<file path="config.mk">
export PLATFORM = sky130hd
export DESIGN_NAME = dual_port_sram_host
export DESIGN_NICKNAME = d
export VERILOG_FILES = /design/src/hw/sram_host_pkg.sv /design/src/hw/sram_wait_timer.sv /design/src/hw/dual_port_sram_host.sv
export SDC_FILE = /design/constraint.sdc
export NUM_CORES = 1
export LEC_CHECK = 0
export BUFFER_PORTS_ARGS = -buffer_cell sky130_fd_sc_hd__buf_2
export CORE_ASPECT_RATIO = 1.25
export CORE_MARGIN = 2
export CORE_UTILIZATION = 30
export DETAILED_ROUTE_END_ITERATION = 12
export GPL_TIMING_DRIVEN = 0
export SLEW_MARGIN = 20
export SYNTH_ARGS = -nofsm -noshare
export SYNTH_HDL_FRONTEND = slang
export SYNTH_HIERARCHICAL = 1
export SYNTH_SLANG_ARGS = --single-unit
</file>
<file path="constraint.sdc">
create_clock -name clk_sys -period 2.6 [get_ports clk_sys]
set_clock_uncertainty 0.1 [all_clocks]
set_input_delay 0.13 -clock clk_sys [delete_from_list [all_inputs] [get_ports clk_sys]]
set_output_delay 0.13 -clock clk_sys [all_outputs]
set_load 0.01 [all_outputs]
</file>
<file path="src/hw/sram_host_pkg.sv">
// Constants, timing figures and carrier types for the dual-port static memory host
package sram_host_pkg;

	localparam int ADDR_W = 12;
	localparam int DATA_W = 8;
	localparam int PORTS = 2;
	localparam int CNT_W = 4;

	// Clock and memory timing figures, in nanoseconds
	localparam int CLK_PERIOD_NS = 40;
	localparam int T_WP_NS = 40;
	localparam int T_WZ_NS = 20;
	localparam int T_DW_NS = 20;
	localparam int T_AA_NS = 45;
	localparam int T_HZ_NS = 20;
	localparam int T_WDD_NS = 70;
	localparam int T_DDD_NS = 45;

	// Least time in whole cycles, never below one
	function automatic int cycles_min(input int ns);
		int c;
		c = (ns + CLK_PERIOD_NS - 1) / CLK_PERIOD_NS;
		return (c < 1) ? 1 : c;
	endfunction

	function automatic int max_of(input int a, input int b);
		return (a > b) ? a : b;
	endfunction

	localparam int WR_PULSE_CYC = max_of(cycles_min(T_WP_NS), cycles_min(T_WZ_NS + T_DW_NS));
	localparam int RD_ACCESS_CYC = cycles_min(T_AA_NS);
	localparam int TURNOFF_CYC = cycles_min(T_HZ_NS);
	localparam int XPORT_CYC = max_of(cycles_min(T_WDD_NS), cycles_min(T_DDD_NS));

	localparam logic [CNT_W-1:0] WR_PULSE_CNT = CNT_W'(WR_PULSE_CYC);
	localparam logic [CNT_W-1:0] RD_ACCESS_CNT = CNT_W'(RD_ACCESS_CYC);
	localparam logic [CNT_W-1:0] TURNOFF_CNT = CNT_W'(TURNOFF_CYC);
	localparam logic [CNT_W-1:0] XPORT_CNT = CNT_W'(XPORT_CYC);
	localparam logic [CNT_W-1:0] CNT_ZERO = 4'h0;
	localparam logic [CNT_W-1:0] CNT_ONE = 4'h1;

	typedef enum logic [2:0] {
		ST_IDLE,
		ST_SETUP,
		ST_WRITE,
		ST_READ,
		ST_RECOVER
	} port_state_t;

	// One access asked for by the user side
	typedef struct packed {
		logic write;
		logic [ADDR_W-1:0] addr;
		logic [DATA_W-1:0] data;
	} sram_req_t;

	// Everything driven toward one memory port; control pins are active low
	typedef struct packed {
		logic selN;
		logic writeSelN;
		logic outEnN;
		logic [ADDR_W-1:0] addr;
		logic [DATA_W-1:0] portDataBusOut;
		logic portDataBusOe;
	} sram_drive_t;

endpackage

</file>
<file path="src/hw/sram_wait_timer.sv">
// Down-counter that marks the last cycle of a loaded wait
`timescale 1ns/1ps
module sram_wait_timer (
	// Clock and reset
	input wire logic clk_sys,
	input wire logic sys_rst,
	// Control
	input wire logic load,
	input wire logic [sram_host_pkg::CNT_W-1:0] loadValue,
	// Status
	output logic done
);

	logic [sram_host_pkg::CNT_W-1:0] count_reg;
	logic [sram_host_pkg::CNT_W-1:0] count_next;

	assign count_next = load ? loadValue :
		(count_reg != sram_host_pkg::CNT_ZERO) ? count_reg - sram_host_pkg::CNT_ONE : count_reg;
	// Done ignores load: the host reloads on done, so gating it by load would loop
	assign done = (count_reg == sram_host_pkg::CNT_ONE);

	always_ff @(posedge clk_sys) begin
		if (sys_rst) begin
			count_reg <= sram_host_pkg::CNT_ZERO;
		end else begin
			count_reg <= count_next;
		end
	end

endmodule // sram_wait_timer

</file>
<file path="src/hw/dual_port_sram_host.sv">
// Host controller that drives both ports of an asynchronous dual-port static memory
`timescale 1ns/1ps

// Summary of operation
// Write only while select and write-select low.
// Address changes only with select high.
// Select falls with write-select; outputs stay off.
// OE low write: pulse covers turnoff plus setup.
// OE high write: plain minimum pulse allowed.
// Select high puts port in standby.
// Memory drives data only while OE low.
// Select and write-select low writes regardless OE.
// Select low, write high, OE low reads.
// Two independent ports reach whole array.
// Same address on both ports not guaranteed.
// Written data reaches other port after delay.
// No host drive while memory outputs on.
// Write commits when select or write-select rises.
module dual_port_sram_host (
	// Clock and reset
	input wire logic clk_sys,
	input wire logic sys_rst,
	// User requests, one lane per port
	input wire logic [sram_host_pkg::PORTS-1:0] reqValid,
	input wire sram_host_pkg::sram_req_t [sram_host_pkg::PORTS-1:0] reqInfo,
	output logic [sram_host_pkg::PORTS-1:0] reqReady,
	// Read answers
	output logic [sram_host_pkg::PORTS-1:0] rspValid,
	output logic [sram_host_pkg::PORTS-1:0][sram_host_pkg::DATA_W-1:0] rspData,
	// Memory port pins
	output sram_host_pkg::sram_drive_t [sram_host_pkg::PORTS-1:0] pinDrive,
	input wire logic [sram_host_pkg::PORTS-1:0][sram_host_pkg::DATA_W-1:0] portDataBusIn
);

	localparam int NP = sram_host_pkg::PORTS;

	function automatic logic addr_clash(
		input logic [sram_host_pkg::ADDR_W-1:0] a,
		input logic [sram_host_pkg::ADDR_W-1:0] b
	);
		return a == b;
	endfunction

	// Per-port state exported for the cross-port guard
	logic [NP-1:0] busy;
	logic [NP-1:0] recentWrite;
	logic [NP-1:0][sram_host_pkg::ADDR_W-1:0] curAddr;
	logic [NP-1:0][sram_host_pkg::ADDR_W-1:0] lastWriteAddr;
	logic [NP-1:0] idle;
	logic [NP-1:0] blocked;

	// The memory gives no arbitration, so two ports never touch one location at once, and a
	// read waits out the port-to-port delay after the other side wrote that location.
	// Port 0 wins a tie in the same cycle.
	assign blocked[0] = (busy[1] && addr_clash(curAddr[1], reqInfo[0].addr)) ||
		(recentWrite[1] && addr_clash(lastWriteAddr[1], reqInfo[0].addr));
	assign blocked[1] = (busy[0] && addr_clash(curAddr[0], reqInfo[1].addr)) ||
		(recentWrite[0] && addr_clash(lastWriteAddr[0], reqInfo[1].addr)) ||
		(reqValid[0] && reqReady[0] && addr_clash(reqInfo[0].addr, reqInfo[1].addr));

	genvar p;
	generate
		for (p = 0; p < NP; p++) begin : g_port
			sram_host_pkg::port_state_t state_reg;
			sram_host_pkg::port_state_t state_next;
			sram_host_pkg::sram_req_t job_reg;
			logic selN_reg;
			logic writeSelN_reg;
			logic outEnN_reg;
			logic dataOe_reg;
			logic [sram_host_pkg::ADDR_W-1:0] addr_reg;
			logic [sram_host_pkg::DATA_W-1:0] rspData_reg;
			logic rspValid_reg;
			logic [sram_host_pkg::CNT_W-1:0] recent_reg;
			logic [sram_host_pkg::ADDR_W-1:0] wAddr_reg;
			logic timerLoad;
			logic [sram_host_pkg::CNT_W-1:0] timerValue;
			logic timerDone;
			logic accept;
			logic commit;

			assign accept = reqValid[p] && reqReady[p];
			assign commit = (state_reg == sram_host_pkg::ST_WRITE) && timerDone;

			assign timerLoad = (state_reg == sram_host_pkg::ST_SETUP) ||
				(state_reg == sram_host_pkg::ST_WRITE && timerDone) ||
				(state_reg == sram_host_pkg::ST_READ && timerDone);
			// pulse is the larger of minimum width and turnoff plus data window
			assign timerValue = (state_reg == sram_host_pkg::ST_SETUP) ?
				(job_reg.write ? sram_host_pkg::WR_PULSE_CNT : sram_host_pkg::RD_ACCESS_CNT) :
				sram_host_pkg::TURNOFF_CNT;

			sram_wait_timer u_timer (
				.clk_sys(clk_sys),
				.sys_rst(sys_rst),
				.load(timerLoad),
				.loadValue(timerValue),
				.done(timerDone)
			);

			always_comb begin
				state_next = state_reg;
				unique case (state_reg)
					sram_host_pkg::ST_IDLE: begin
						if (accept) begin
							state_next = sram_host_pkg::ST_SETUP;
						end
					end
					sram_host_pkg::ST_SETUP: begin
						state_next = job_reg.write ? sram_host_pkg::ST_WRITE : sram_host_pkg::ST_READ;
					end
					sram_host_pkg::ST_WRITE, sram_host_pkg::ST_READ: begin
						if (timerDone) begin
							state_next = sram_host_pkg::ST_RECOVER;
						end
					end
					sram_host_pkg::ST_RECOVER: begin
						if (timerDone) begin
							state_next = sram_host_pkg::ST_IDLE;
						end
					end
				endcase
			end

			always_ff @(posedge clk_sys) begin
				if (sys_rst) begin
					state_reg <= sram_host_pkg::ST_IDLE;
				end else begin
					state_reg <= state_next;
				end
			end

			// Latch the job; the address only moves while select is high
			always_ff @(posedge clk_sys) begin
				if (sys_rst) begin
					job_reg <= '0;
					addr_reg <= '0;
				end else if (accept) begin
					job_reg <= reqInfo[p];
					addr_reg <= reqInfo[p].addr;
				end
			end

			// Control pins; idle level is deselected standby with outputs off
			always_ff @(posedge clk_sys) begin
				if (sys_rst) begin
					selN_reg <= 1'b1;
					writeSelN_reg <= 1'b1;
					outEnN_reg <= 1'b1;
				end else if (state_reg == sram_host_pkg::ST_SETUP) begin
					// select and write-select fall on the same edge, so outputs stay off
					selN_reg <= 1'b0;
					writeSelN_reg <= !job_reg.write;
					// output enable stays high through a write
					outEnN_reg <= job_reg.write;
				end else if (timerDone && (state_reg == sram_host_pkg::ST_WRITE ||
						state_reg == sram_host_pkg::ST_READ)) begin
					// both rise together, ending the write interval
					selN_reg <= 1'b1;
					writeSelN_reg <= 1'b1;
					outEnN_reg <= 1'b1;
				end
			end

			// Data drive begins with the pulse, once memory outputs are known off, and
			// is held one cycle past the end of the write for hold time.
			always_ff @(posedge clk_sys) begin
				if (sys_rst) begin
					dataOe_reg <= 1'b0;
				end else if (state_reg == sram_host_pkg::ST_SETUP) begin
					dataOe_reg <= job_reg.write;
				end else if (state_reg == sram_host_pkg::ST_RECOVER) begin
					dataOe_reg <= 1'b0;
				end
			end

			// Read capture after the access time
			always_ff @(posedge clk_sys) begin
				if (sys_rst) begin
					rspData_reg <= '0;
					rspValid_reg <= 1'b0;
				end else begin
					rspValid_reg <= (state_reg == sram_host_pkg::ST_READ) && timerDone;
					if ((state_reg == sram_host_pkg::ST_READ) && timerDone) begin
						rspData_reg <= portDataBusIn[p];
					end
				end
			end

			// Window after a write during which the opposite port may not read that location
			always_ff @(posedge clk_sys) begin
				if (sys_rst) begin
					recent_reg <= sram_host_pkg::CNT_ZERO;
					wAddr_reg <= '0;
				end else if (commit) begin
					recent_reg <= sram_host_pkg::XPORT_CNT;
					wAddr_reg <= addr_reg;
				end else if (recent_reg != sram_host_pkg::CNT_ZERO) begin
					recent_reg <= recent_reg - sram_host_pkg::CNT_ONE;
				end
			end

			assign idle[p] = (state_reg == sram_host_pkg::ST_IDLE);
			assign busy[p] = !idle[p];
			assign curAddr[p] = addr_reg;
			assign recentWrite[p] = (recent_reg != sram_host_pkg::CNT_ZERO) || commit;
			assign lastWriteAddr[p] = commit ? addr_reg : wAddr_reg;
			assign reqReady[p] = idle[p] && !blocked[p];
			assign rspValid[p] = rspValid_reg;
			assign rspData[p] = rspData_reg;
			assign pinDrive[p].selN = selN_reg;
			assign pinDrive[p].writeSelN = writeSelN_reg;
			assign pinDrive[p].outEnN = outEnN_reg;
			assign pinDrive[p].addr = addr_reg;
			assign pinDrive[p].portDataBusOut = job_reg.data;
			assign pinDrive[p].portDataBusOe = dataOe_reg;
		end
	endgenerate

endmodule // dual_port_sram_host

</file>
# Yosys cells after proc, flatten, opt, wreduce, memory -nomap -nowiden

Cells that the tools add are included.

$add $sub $neg: 4
Equality and inequality tests: 21
Multiplexer cells: 36
Reduce and logical (&&, ||, !) cells: 52

Operators by type and width:

| cell                | count |
|---|---|
| $eq 12x12->1        | 5 |
| $mux 12             | 2 |
| $pmux 3 s4          | 2 |
| $mux 3              | 6 |
| $mux 2              | 8 |
| $mux 4              | 4 |
| $reduce_bool 2->1   | 8 |
| $reduce_bool 4->1   | 4 |
| $sub 4x1->4 const B | 4 |
| $logic_and 1x1->1   | 15 |
| $mux 1              | 14 |
| $eq 3x2->1 const B  | 4 |
| $logic_or 1x1->1    | 11 |
| $eq 4x1->1 const B  | 2 |
| $ne 2x2->1 const B  | 4 |
| $reduce_or 2->1     | 4 |
| $eq 3x1->1 const B  | 2 |
| $eq 3x3->1 const B  | 2 |
| $logic_not 1->1     | 6 |
| $logic_not 3->1     | 2 |
| $reduce_and 3->1    | 2 |
| $ne 2x1->1 const B  | 2 |

Register bits: 114
Input port bits: 62
Output and inout port bits: 68
Logic and storage cells: 141

# Logic depth before layout (Yosys ltp)

Gate-level depths: netlist of run 1.

Word-level depth: 16
Depth in mapped cells: 13

# Modules after synthesis

The synthesis of run 1 kept the hierarchy.

By module, submodules not included:

| module              | instances | cells an instance | area an instance (sq um) | seq. area each (sq um) |
|---|---|---|---|---|
| dual_port_sram_host | 1         | 646               | 5392.7                   | 2122.0 |
| sram_wait_timer     | 2         | 27                | 246.5                    | 80.1 |

# Least setup slack after synthesis of run 1

OpenSTA, ideal clock, no wires.

Path type: reg-to-reg
From: reg g_port[0].u_timer/count_reg[1] in the netlist's numbering
To: reg g_port[1].addr_reg[10] in the netlist's numbering
Library setup time: 0.119 ns
Arrival time: 2.615 ns
Required time: 2.381 ns
Setup slack: -0.233 ns
Stages on the path, launching flop included: 14
Path buffers: 3
Period minus slack after synthesis: 2.833 ns
Cells stage by stage: dfxtp_1 > inv_1 > ha_1 > nor3b_1 > nor4bb_4 > buf_6 > mux2i_1 > o22a_1 > o2111ai_1 > o211a_1 > o21a_1 > buf_6 > buf_8 > mux2i_1

Word-level cells in the longest chain between the ends: 10

Ends and longest elaborated chain:

| element                  | line                       | text |
|---|---|---|
| start: declaration       | sram_wait_timer.sv:14      | `logic [sram_host_pkg::CNT_W-1:0] count_reg;` |
| start signal: assignment | sram_wait_timer.sv:24      | `count_reg <= sram_host_pkg::CNT_ZERO;` |
| start signal: assignment | sram_wait_timer.sv:26      | `count_reg <= count_next;` |
| $eq 4x1->1 (*)           | sram_wait_timer.sv:20      | `assign done = (count_reg == sram_host_pkg::CNT_ONE);` |
| via g_port[0].timerDone  | dual_port_sram_host.sv:78  | `logic timerDone;` |
| $logic_and 1x1->1 (*)    | dual_port_sram_host.sv:83  | `assign commit = (state_reg == sram_host_pkg::ST_WRITE) && timerDone;` |
| $mux 12                  | n/a                        |  |
| $eq 12x12->1             | dual_port_sram_host.sv:41  | `return a == b;` |
| $logic_and 1x1->1 (*)    | dual_port_sram_host.sv:58  | `(recentWrite[0] && addr_clash(lastWriteAddr[0], reqInfo[1].addr)) \|\|` |
| $logic_or 1x1->1 (*)     | dual_port_sram_host.sv:57  | `assign blocked[1] = (busy[0] && addr_clash(curAddr[0], reqInfo[1].addr)) \|\|` |
| $logic_or 1x1->1 (*)     | dual_port_sram_host.sv:58  |  |
| $logic_not 1->1 (*)      | dual_port_sram_host.sv:208 | `assign reqReady[p] = idle[p] && !blocked[p];` |
| $logic_and 1x1->1 (*)    | dual_port_sram_host.sv:208 |  |
| $logic_and 1x1->1 (*)    | dual_port_sram_host.sv:82  | `assign accept = reqValid[p] && reqReady[p];` |
| end signal: assignment   | dual_port_sram_host.sv:140 | `addr_reg <= reqInfo[p].addr;` |
| end: declaration         | dual_port_sram_host.sv:71  | `logic [sram_host_pkg::ADDR_W-1:0] addr_reg;` |

The timed path passes the listed nets; every way through them passes the cells marked *.
A chain may end at the register's enable or synchronous reset.

# Worst setup path in the final report of run 1

From: reg g_port[1].u_timer/count_reg[1] in the netlist's numbering
To: out reqReady[0] in the netlist's numbering

Word-level cells in the longest chain between the ends: 8

Ends and longest elaborated chain:

| element                  | line                       | text |
|---|---|---|
| start: declaration       | sram_wait_timer.sv:14      |  |
| start signal: assignment | sram_wait_timer.sv:24      |  |
| start signal: assignment | sram_wait_timer.sv:26      |  |
| $eq 4x1->1 (*)           | sram_wait_timer.sv:20      |  |
| via g_port[1].timerDone  | dual_port_sram_host.sv:78  |  |
| $logic_and 1x1->1 (*)    | dual_port_sram_host.sv:83  |  |
| $mux 12                  | n/a                        |  |
| $eq 12x12->1             | dual_port_sram_host.sv:41  |  |
| $logic_and 1x1->1 (*)    | dual_port_sram_host.sv:56  | `(recentWrite[1] && addr_clash(lastWriteAddr[1], reqInfo[0].addr));` |
| $logic_or 1x1->1 (*)     | dual_port_sram_host.sv:55  | `assign blocked[0] = (busy[1] && addr_clash(curAddr[1], reqInfo[0].addr)) \|\|` |
| $logic_not 1->1 (*)      | dual_port_sram_host.sv:208 |  |
| $logic_and 1x1->1 (*)    | dual_port_sram_host.sv:208 |  |
| end: declaration         | dual_port_sram_host.sv:26  | `output logic [sram_host_pkg::PORTS-1:0] reqReady,` |

Marks and branches as above.

==> out/summary.txt, run 1 <==
run status = finished, violations left
failing checks = setup timing
Die Span X = 129.3 microns
# diodes = 0
wire length on met3 = 1.100 mm
routability cong. = 0.9018
CTS tree = built
Vias/cell = 4.857
non-filler instance count after layout = 1208
Setup WS post-layout = -0.5646 ns
final hold slack = 0.05319 ns
Tcrit/Tclk final = 1.217
sequential cell area = 0.002285 sq mm
count leader, synth = dfxtp_1
asr flop ratio synth = 0
Post-synth EDFFs = 0
max cap viols = 0
Worst-path clk slew = 0.06 ns
die area = 0.02076 sq mm
vias in the first global route = 5690
Ys Warns = 6
drt initial violations = 346
area grow syn2layout = 49.26%
max-slew violations = 0
Post-Syn Area = 0.005886 sq mm
dpl cells = 1092
cell taking the most area after synthesis = dfxtp_1
most common library cells after synthesis = dfxtp_1, nand2_1, a21oi_1, nand2b_1, mux2i_1
Synth Instances = 700
clock root buffer = clkbuf_16
CP required = 2.37 ns
Core Rows = 57
share of Yosys cell area claimed by the top area cell type = 0.3878
fin area = 0.008785 sq mm
Tot Pwr = 0.007323 W
Area after DPL = 0.006865 sq mm
grt ovf = 0
DP HPWL = 13.14 mm
CP max FO = 4
chip height = 160.6 microns
Layout Nets = 998
RSZ-0062 raised after global routing = yes
headroom to the max-slew limit = 0.3845
slew at the pin closest to its max-slew limit = 0.9136 ns
share of layout cells above drive strength 1 = 0.3150
Metal-1 WL = 8.140 mm
area of the multi-input gates = 0.003450 sq mm
post-place setup slack = -0.7132 ns
Clock Path Buffers = 2
initial antenna violation count = 0
synth unique cells = 64
CORE AREA = 0.01933 sq mm
WL met2 = 9.513 mm
ys flop type = dfxtp_1
Hold Fails Final Rpt = 0
critical path class = reg -> out
pwr/cell area = 833.6 mW/mm^2
post-synthesis sequential area ratio = 0.3878
Synth area leaders = dfxtp_1, mux2i_1, nand2b_1
Pre-Repair DR Iteration Count = 5
# DRC = 0
wire length per cell = 16.05 microns
worst skew pair latency = 0.42 ns
fillers = 1837
CP Capture Type = primary output
Leak = 3.564 nW
# clock sinks = 114
Starting Density = 0.3045
first-pass GRT wire length = 30.04 mm
type of the tightest min-delay check = in -> reg
IO Pins = 130
port buffer count = 124
fmax = 316.0 MHz
highest routed metal layer = met4
routed vias = 5867
min cycle time layout = 3.165 ns
final WL = 19.39 mm
arrival time at the worst endpoint = 2.93 ns
worst vdd ir = 0.0004850 V
startpoint types = flop
H-tree Lvls = 4
global-route usage over all layers = 0.1874
DRT antenna net count = 0
Setup-failing EPs final = 46
total CTS buffers = 17
Avg Synthesized Cell Area = 8.408 sq um
Seq cells post-synth = 114
largest net degree at the start of global routing = 17
worst max-delay path, stage by stage, from the launching register on:
cell,delay [ns]
dfxtp_2,0.33
inv_2,0.07
ha_4,0.11
nor3b_4,0.22
buf_4,0.16
nand4bb_4,0.19
buf_6,0.19
mux2i_4,0.17
a2bb2oi_2,0.16
and4_1,0.25
nand4_1,0.20
clkbuf_8,0.20
and2_4,0.15
buf_6,0.11
metal layers:
metal | global-route usage | up-vias
met5 | 0 | -
li1 | - | 2846
met3 | 0.05097 | 52
met2 | 0.3117 | 196
met4 | 0.08251 | 0
met1 | 0.2245 | 2773
per-stage QoR:
stage	utilization	TNS, ns
after floorplan	-	0
after global placement	0.3552	-23.74
after detailed placement	0.3552	-24.88
after CTS	0.4435	-16.72
after global routing	0.4545	-23.23
final	0.4545	-17.41
layout by cell type (no fill, tap or decap), types with 30 or more instances in the layout:
| master | Yosys | routed |
|---|---|---|
| dlygate4sd3_1 | 0 | 56 |
| nand2b_1 | 49 | 49 |
| nor2_1 | 33 | 31 |
| nand2_1 | 78 | 77 |
| xnor2_1 | 31 | 31 |
| a21oi_1 | 60 | 56 |
| buf_4 | 28 | 45 |
| buf_2 | 7 | 126 |
| dfxtp_1 | 114 | 112 |
| mux2i_1 | 34 | 30 |
what timing repair did:
action / CTS / global route
setup endpoints to repair: 46 / 46
gates cloned: 5 / 0
pin swaps: 18 / 14
hold buffers: 56 / 0
resized for setup: 81 / 39
buffers inserted: 16 / 8
hold endpoints to repair: 59 / 0
layout make-up:
cell class / count / area share
Multi-Input combinational cell: 492 / 0.3927
Sequential cell: 114 / 0.2601
Timing Repair Buffer: 208 / 0.1725
Buffer: 71 / 0.05697
Clock buffer: 22 / 0.05398
Tap cell: 265 / 0.03774
Clock inverter: 10 / 0.01496
Inverter: 26 / 0.01111
cell families (layout without fill, tap and decap cells):
family | after synthesis | in the layout | synth area share
xor+xnor | 46 | 46 | 0.06845
buf+inv | 97 | 337 | 0.08928
mux | 36 | 36 | 0.06165
flops | 114 | 114 | 0.3878
other cells | 1 | 4 | 0.0006371
simple gates | 260 | 260 | 0.2360
compound gates | 140 | 140 | 0.1435
fa+ha+maj | 6 | 6 | 0.01275
power by group:
part	internal, W	switching (W)
sequential	0.00202	0.000306
clock	0.00157	0.000834
combinational	0.00131	0.00127
path summary, 6_finish.rpt:
kind	from	endpoint	slack, ns	cells past startpoint
max	g_port[1].u_timer/count_reg[1]	reqReady[0]	-0.56	13
min	reqInfo[9]	g_port[0].addr_reg[1]	0.05	3
max reg2reg	g_port[1].u_timer/count_reg[1]	g_port[1].job_reg[20]	-0.51	17
min reg2reg	g_port[0].rspData_reg[7]	g_port[0].rspData_reg[7]	0.35	2
Power figures use the tool's default switching activity.
==> run 2, diff against run 1 <==
--- a/config.mk
+++ b/config.mk
@@ -16,3 +16,4 @@
 export SYNTH_HDL_FRONTEND = slang
 export SYNTH_HIERARCHICAL = 1
 export SYNTH_SLANG_ARGS = --single-unit
+export TNS_END_PERCENT = 50
==> run 2 against run 1 <==
  * The run still ends with setup timing left
  * Cell count down 0.41%
  * Worst setup slack worse by 0.098 ns
  * Core utilization decreased by 1.3 points
  * Maximum frequency is 3.0% lower
  * Clock power about the same
  * Non-clock buffer count shrank 5
  * Flip-flop and latch count unchanged
  * Highest routed layer unchanged
==> out/summary.txt, run 2 (synthesized netlist as in run 1, its figures left out) <==
run status = finished, violations left
failing checks = setup timing
Final TNS setup = -19.77 ns (-2.364 ns)
CORE AREA = 0.01933 sq mm (unchanged)
chip height = 160.6 microns (unchanged)
Pre-Repair DR Iteration Count = 5 (unchanged)
fin area = 0.008538 sq mm (-2.8%)
wire length per cell = 15.78 microns (-1.7%)
clock root buffer = clkbuf_16
Pint = 0.004854 W (-1.1%)
Worst-path clk slew = 0.06 ns (about the same)
Hold Fails Final Rpt = 0 (unchanged)
share of layout cells above drive strength 1 = 0.2857 (-0.02924)
Die Span X = 129.3 microns (unchanged)
Clock Path Buffers = 2 (unchanged)
Leak = 3.504 nW (-1.7%)
max-slew violations = 0 (unchanged)
worst skew pair latency = 0.42 ns (about the same)
Setup-failing EPs final = 46 (unchanged)
type of the tightest min-delay check = in -> reg
vias in the first global route = 5547 (-2.5%)
IO Pins = 130 (unchanged)
die area = 0.02076 sq mm (unchanged)
total CTS buffers = 17 (unchanged)
routability cong. = 0.9018 (unchanged)
CP required = 2.37 ns (about the same)
Tot Pwr = 0.007206 W (-1.6%)
drt initial violations = 336 (-2.9%)
# clock sinks = 114 (unchanged)
startpoint types = flop
Vias/cell = 4.815 (-0.87%)
switching power = 0.002352 W (-2.6%)
critical path class = reg -> out
arrival time at the worst endpoint = 3.03 ns (+0.10 ns)
Tcrit/Tclk final = 1.255 (+0.03753)
area grow syn2layout = 45.07%
CTS tree = built
H-tree Lvls = 4 (unchanged)
final WL = 18.98 mm (-2.1%)
CP max FO = 4 (unchanged)
pwr/cell area = 844.0 mW/mm^2 (+1.2%)
grt ovf = 0 (unchanged)
# DRC = 0 (unchanged)
CP Capture Type = primary output
leading cell type in the layout, fill and taps excluded = buf_2
Core Rows = 57 (unchanged)
initial antenna violation count = 0 (unchanged)
most frequent cells in the layout = buf_2, dfxtp_1, nand2_1
worst vdd ir = 0.0004872 V (+0.45%)
Layout Nets = 993 (-0.50%)
# diodes = 0 (unchanged)
Reg power frac = 0.321 (+0.003)
slew at the pin closest to its max-slew limit = 0.9174 ns (+0.003785 ns)
headroom to the max-slew limit = 0.3820 (-0.002551)
Setup WS post-layout = -0.6622 ns (-0.09758 ns)
DRT antenna net count = 0 (unchanged)
sw frac = 0.3264 (-0.003364)
port buffer count = 124 (unchanged)
largest net degree at the start of global routing = 17 (unchanged)
global-route usage over all layers = 0.1832 (-0.004235)
post-layout util = 0.4418 (-0.01275)
Combinational Power Share = 0.344 (-0.009)
fmax = 306.5 MHz (-3.0%)
max cap viols = 0 (unchanged)
min cycle time layout = 3.262 ns (+0.09758 ns)
final hold slack = 0.03032 ns (-0.02287 ns)
routed vias = 5792 (-1.3%)
first-pass GRT wire length = 29.41 mm (-2.1%)
RSZ-0062 raised after global routing = yes
Area after DPL = 0.006865 sq mm (unchanged)
Starting Density = 0.3045 (unchanged)
DP HPWL = 13.14 mm (unchanged)
fillers = 1887 (+2.7%)
clock group share of total power = 0.335 (+0.006)
-- run 2: cell types whose count changed in the layout (fill, tap and decap cells not counted), moves of 2 or more --
cell | previous run | this run
buf_8 | 6 | 4
o21ai_1 | 8 | 16
nand3_1 | 12 | 19
a21oi_1 | 56 | 59
o21ai_0 | 9 | 15
mux2i_4 | 3 | 1
a21oi_2 | 6 | 3
o21ai_2 | 12 | 0
mux2i_2 | 1 | 4
nand3_2 | 11 | 5
o21ai_4 | 2 | 0
-- run 2: through the flow --
step                      setup WS [ns]  instances
after floorplan                0.002756        703
after global routing            -0.7971       1203
after CTS                       -0.5954       1196
final                           -0.6622       1203
after global placement          -0.7113       1092
after detailed placement        -0.7132       1092
-- run 2: layer usage --
layer	GRT usage	share of wire
met1	0.2232	0.43
met3	0.04330	0.055
met2	0.3053	0.49
met4	0.08004	0.031
met5	0	0
-- run 2: final timing paths --
path	start	to	cells past startpoint	slack [ns]
worst min-delay path	reqInfo[17]	g_port[0].addr_reg[9]	3	0.03
worst max-delay path	g_port[1].u_timer/count_reg[1]	reqReady[0]	13	-0.66
worst min register to register	g_port[0].rspData_reg[7]	g_port[0].rspData_reg[7]	2	0.36
worst max register to register	g_port[1].u_timer/count_reg[1]	g_port[1].job_reg[20]	16	-0.58
-- run 2: what timing repair did --
item                                   4_1_cts  5_1_grt
pin swaps                                   11       11
gates cloned                                 3        0
gates resized for setup                     56       18
setup buffers                               14        7
setup endpoints to repair                   46       46
endpoints found under the hold margin       58        0
hold buffers                                55        0
-- run 2: critical path, stage by stage, from the launching register on --
cell       delay, ns
dfxtp_2         0.32
inv_2           0.07
ha_4            0.11
nor3b_4         0.23
buf_4           0.16
nand4bb_4       0.18
clkbuf_16       0.22
mux2i_2         0.19
o22ai_1         0.12
nor3_2          0.29
nand4_1         0.24
clkbuf_8        0.21
and2_4          0.15
buf_6           0.11
-- run 2: final cells by class --
cell class,instances,area (sq um),share of cell area
multi-input cells,492,3276,0.3836
flip-flops and latches,114,2285,0.2676
repair buffers,203,1445,0.1693
plain buffers,71,498.0,0.05832
clock buffers,22,474.2,0.05554
well taps,265,331.6,0.03883
clock inverters,10,131.4,0.01539
inverters,26,97.59,0.01143
-- run 2: power groups by stage --
stage          registers [W]  logic (W)  clock network [W]
5_1_grt              0.00236    0.00270            0.00252
3_3_place_gp         0.00232    0.00205                  0
2_1_floorplan        0.00228    0.00146                  0
4_1_cts              0.00231    0.00242            0.00245
3_5_place_dp         0.00233    0.00206                  0
6_report             0.00232    0.00248            0.00242
==> run 3, diff against run 2 <==
--- a/config.mk
+++ b/config.mk
@@ -5,12 +5,14 @@
 export SDC_FILE = /design/constraint.sdc
 export NUM_CORES = 1
 export LEC_CHECK = 0
+export ABC_AREA = 1
 export BUFFER_PORTS_ARGS = -buffer_cell sky130_fd_sc_hd__buf_2
 export CORE_ASPECT_RATIO = 1.25
 export CORE_MARGIN = 2
 export CORE_UTILIZATION = 30
 export DETAILED_ROUTE_END_ITERATION = 12
 export GPL_TIMING_DRIVEN = 0
+export REMOVE_ABC_BUFFERS = 1
 export SLEW_MARGIN = 20
 export SYNTH_ARGS = -nofsm -noshare
 export SYNTH_HDL_FRONTEND = slang
==> run 3 against run 2 <==
  * The run still ends with setup timing left
  * Maximum frequency rose by 17%
  * Worst setup slack improved by 0.47 ns
  * Clock power down 7%
  * Critical endpoint is now reqReady[1]
  * Largest cell class unchanged
  * Largest power group unchanged
  * Highest routed layer unchanged
==> out/summary.txt, run 3 <==
run status = finished, violations left
failing checks = setup timing
Clock Path Buffers = 2 (unchanged)
vias in the first global route = 6042 (+8.9%)
DRT antenna net count = 0 (unchanged)
max cap viols = 0 (unchanged)
clock group share of total power = 0.298 (-0.037)
synth unique cells = 36 (-44%)
drt initial violations = 277 (-18%)
leading cell type in the layout, fill and taps excluded = nand2_1
chip height = 159.4 microns (-0.76%)
Synth area leaders = dfxtp_1, nand2_1, nand3_1
fillers = 1888 (+0.053%)
Leak = 3.707 nW (+5.8%)
most common library cells after synthesis = nand2_1, dfxtp_1, nand3_1, inv_1, a21oi_1
CP bufs+invs = 5 (unchanged)
fmax = 358.7 MHz (+17%)
CP max stage delay = 0.32 ns (about the same)
Post-synth EDFFs = 0 (unchanged)
slew at the pin closest to its max-slew limit = 1.139 ns (+0.2219 ns)
initial antenna violation count = 0 (unchanged)
asr flop ratio synth = 0 (unchanged)
post-layout util = 0.4419 (about the same)
Seq cells post-synth = 114 (unchanged)
DP HPWL = 12.07 mm (-8.1%)
Combinational Power Share = 0.389 (+0.045)
Reg power frac = 0.313 (-0.008)
routability cong. = 0.8190 (-9.2%)
hold depth = 3 (unchanged)
# diodes = 0 (unchanged)
Pint = 0.004645 W (-4.3%)
wire length per cell = 15.16 microns (-4.0%)
worst-path cell chain = inv_2 -> ha_4 -> nor3b_4 -> nand2_2 -> clkinv_4 -> nand2_8 -> buf_8 -> nand2_1 -> nand2_1 -> nand2_1 -> nand3_1 -> nor2_2 -> nand2_2 -> nand4_4 -> nand2_2 -> inv_4 -> buf_6
switching power = 0.002900 W (+23%)
headroom to the max-slew limit = 0.2358 (-0.1462)
count leader, synth = nand2_1
sw frac = 0.3844 (+0.05802)
IO Pins = 130 (unchanged)
die area = 0.02045 sq mm (-1.5%)
startpoint types = flop
delay-heaviest family, CP = simple AND/OR/NAND/NOR gates
Setup-failing EPs final = 41 (-11%)
min-delay src = reqInfo[30]
# clock sinks = 114 (unchanged)
first-pass GRT wire length = 30.18 mm (+2.6%)
min cycle time layout = 2.788 ns (-0.4742 ns)
CP required = 2.37 ns (about the same)
Post-Syn Area = 0.005794 sq mm (-1.6%)
H-tree Lvls = 4 (unchanged)
post-synthesis sequential area ratio = 0.3939 (+0.006112)
R2R cell count = 20 (+4)
worst skew pair latency = 0.42 ns (about the same)
CORE AREA = 0.01885 sq mm (-2.5%)
routed vias = 6215 (+7.3%)
area grow syn2layout = 43.75%
global-route usage over all layers = 0.1881 (+0.004948)
critical path depth = 17 (+4)
Ys Warns = 6 (unchanged)
clock root buffer = clkbuf_16
critical path's slowest cell = dfxtp_2
grt ovf = 0 (unchanged)
share of Yosys cell area claimed by the top area cell type = 0.3939 (+0.006112)
Hold Fails Final Rpt = 0 (unchanged)
Final TNS setup = -3.361 ns (+16.41 ns)
final WL = 19.35 mm (+1.9%)
Layout Nets = 1102 (+11%)
pwr/cell area = 905.9 mW/mm^2 (+7.3%)
Die Span X = 128.3 microns (-0.75%)
arrival time at the worst endpoint = 2.56 ns (-0.47 ns)
Avg Synthesized Cell Area = 6.898 sq um (-18%)
share of layout cells above drive strength 1 = 0.2852 (-0.0005468)
Tcrit/Tclk final = 1.072 (-0.1824)
CP Launch Point = g_port[1].u_timer/count_reg[1]
Worst-path clk slew = 0.05 ns (about the same)
ys flop type = dfxtp_1
# DRC = 0 (unchanged)
Core Rows = 56 (-1.8%)
Reg-to-Reg Start = g_port[1].u_timer/count_reg[1]
worst vdd ir = 0.0005302 V (+8.8%)
port buffer count = 129 (+4.0%)
CP Capture Type = primary output
Setup WS post-layout = -0.1879 ns (+0.4742 ns)
CTS tree = built
Vias/cell = 4.867 (+1.1%)
most frequent cells in the layout = nand2_1, buf_2, dfxtp_1
RSZ-0062 raised after global routing = yes
type of the tightest min-delay check = in -> reg
largest net degree at the start of global routing = 56 (+39)
max-slew violations = 0 (unchanged)
CP max FO = 6 (+2)
total CTS buffers = 17 (unchanged)
critical path class = reg -> out
Starting Density = 0.3074 (+0.002896)
Synth Instances = 840 (+20%)
Pre-Repair DR Iteration Count = 5 (unchanged)
cell taking the most area after synthesis = dfxtp_1
==> run 3: cell types whose count changed after synthesis, sizes merged, moves of 9 or more <==
| cell | before | now |
|---|---|---|
| nand2 | 78 | 202 |
| inv | 26 | 97 |
| nand3 | 24 | 109 |
| mux2i | 34 | 0 |
| xnor2 | 31 | 8 |
| a21oi | 62 | 84 |
| o21ai | 31 | 40 |
| nor3b | 17 | 2 |
| nand2b | 49 | 0 |
| nor2 | 33 | 66 |
| nor4 | 12 | 1 |
| clkbuf | 30 | 16 |
==> run 3: path summary, 6_finish.rpt <==
kind                                   to  slack (ns)
setup / recovery              reqReady[1]       -0.19
hold / removal      g_port[1].addr_reg[1]        0.03
setup reg to reg   g_port[1].state_reg[0]       -0.18
hold reg to reg   g_port[0].recent_reg[3]        0.34
==> run 3: final cells by class <==
type | count | area, sq um | share of cell area
Inverter | 97 | 377.9 | 0.04537
Multi-Input combinational cell | 583 | 3226 | 0.3873
Sequential cell | 114 | 2291 | 0.2750
Tap cell | 232 | 290.3 | 0.03485
Timing Repair Buffer | 221 | 1578 | 0.1894
Clock inverter | 4 | 47.55 | 0.005708
Clock buffer | 26 | 519.2 | 0.06234
==> run 3: per-layer routing <==
metal	vias to the layer above	track usage	part of all wire
met2	189	0.3349	0.51
met1	2853	0.2044	0.40
met5	-	0	0
met3	64	0.03898	0.039
met4	0	0.1059	0.047
li1	3109	-	-
==> run 3: metrics by stage <==
| step | worst slack [ns] | hold WS (ns) | total power [W] | instance area [sq um] | std cells |
|---|---|---|---|---|---|
| global placement | -2.374 | 0.2997 | 0.004509 | 6357 | 1146 |
| detailed placement | -1.459 | 0.3045 | 0.004537 | 6397 | 1147 |
| finish | -0.1879 | 0.02706 | 0.007545 | 8329 | 1277 |
| global route | -0.3343 | 0.02336 | 0.007997 | 8329 | 1277 |
| floorplan | -0.7914 | 0.09907 | 0.003780 | 5421 | 785 |
| CTS | -0.2024 | 0.009725 | 0.007397 | 8107 | 1270 |
==> run 3: repair_timing <==
action | in CTS | in global routing
pin swaps | 18 | 29
endpoints found under the hold margin | 59 | 0
hold buffers | 56 | 0
buffers inserted | 28 | 7
setup endpoints to repair | 70 | 46
gates cloned | 9 | 1
gates resized for setup | 67 | 50
==> run 3: kinds of logic after synthesis <==
family | Yosys count | share of synthesized area
other cells | 1 | 0.0006472
simple gates | 406 | 0.3109
buf+inv | 155 | 0.1291
compound gates | 143 | 0.1298
fa+ha+maj | 6 | 0.01296
flops | 114 | 0.3939
xor+xnor | 15 | 0.02267
==> run 3: power by group through the flow <==
stage,registers [W],clock network [W],logic (W)
final,0.00236,0.00225,0.00293
after global routing,0.00241,0.00235,0.00324
after CTS,0.00235,0.00228,0.00276
after detailed placement,0.00236,0,0.00218
after global placement,0.00236,0,0.00215
after floorplan,0.00238,0,0.00140
==> run 3: worst min-delay path, stage by stage <==
cell and delay [ns]:
buf_2 0.16, o21ai_1 0.15, a21oi_1 0.05
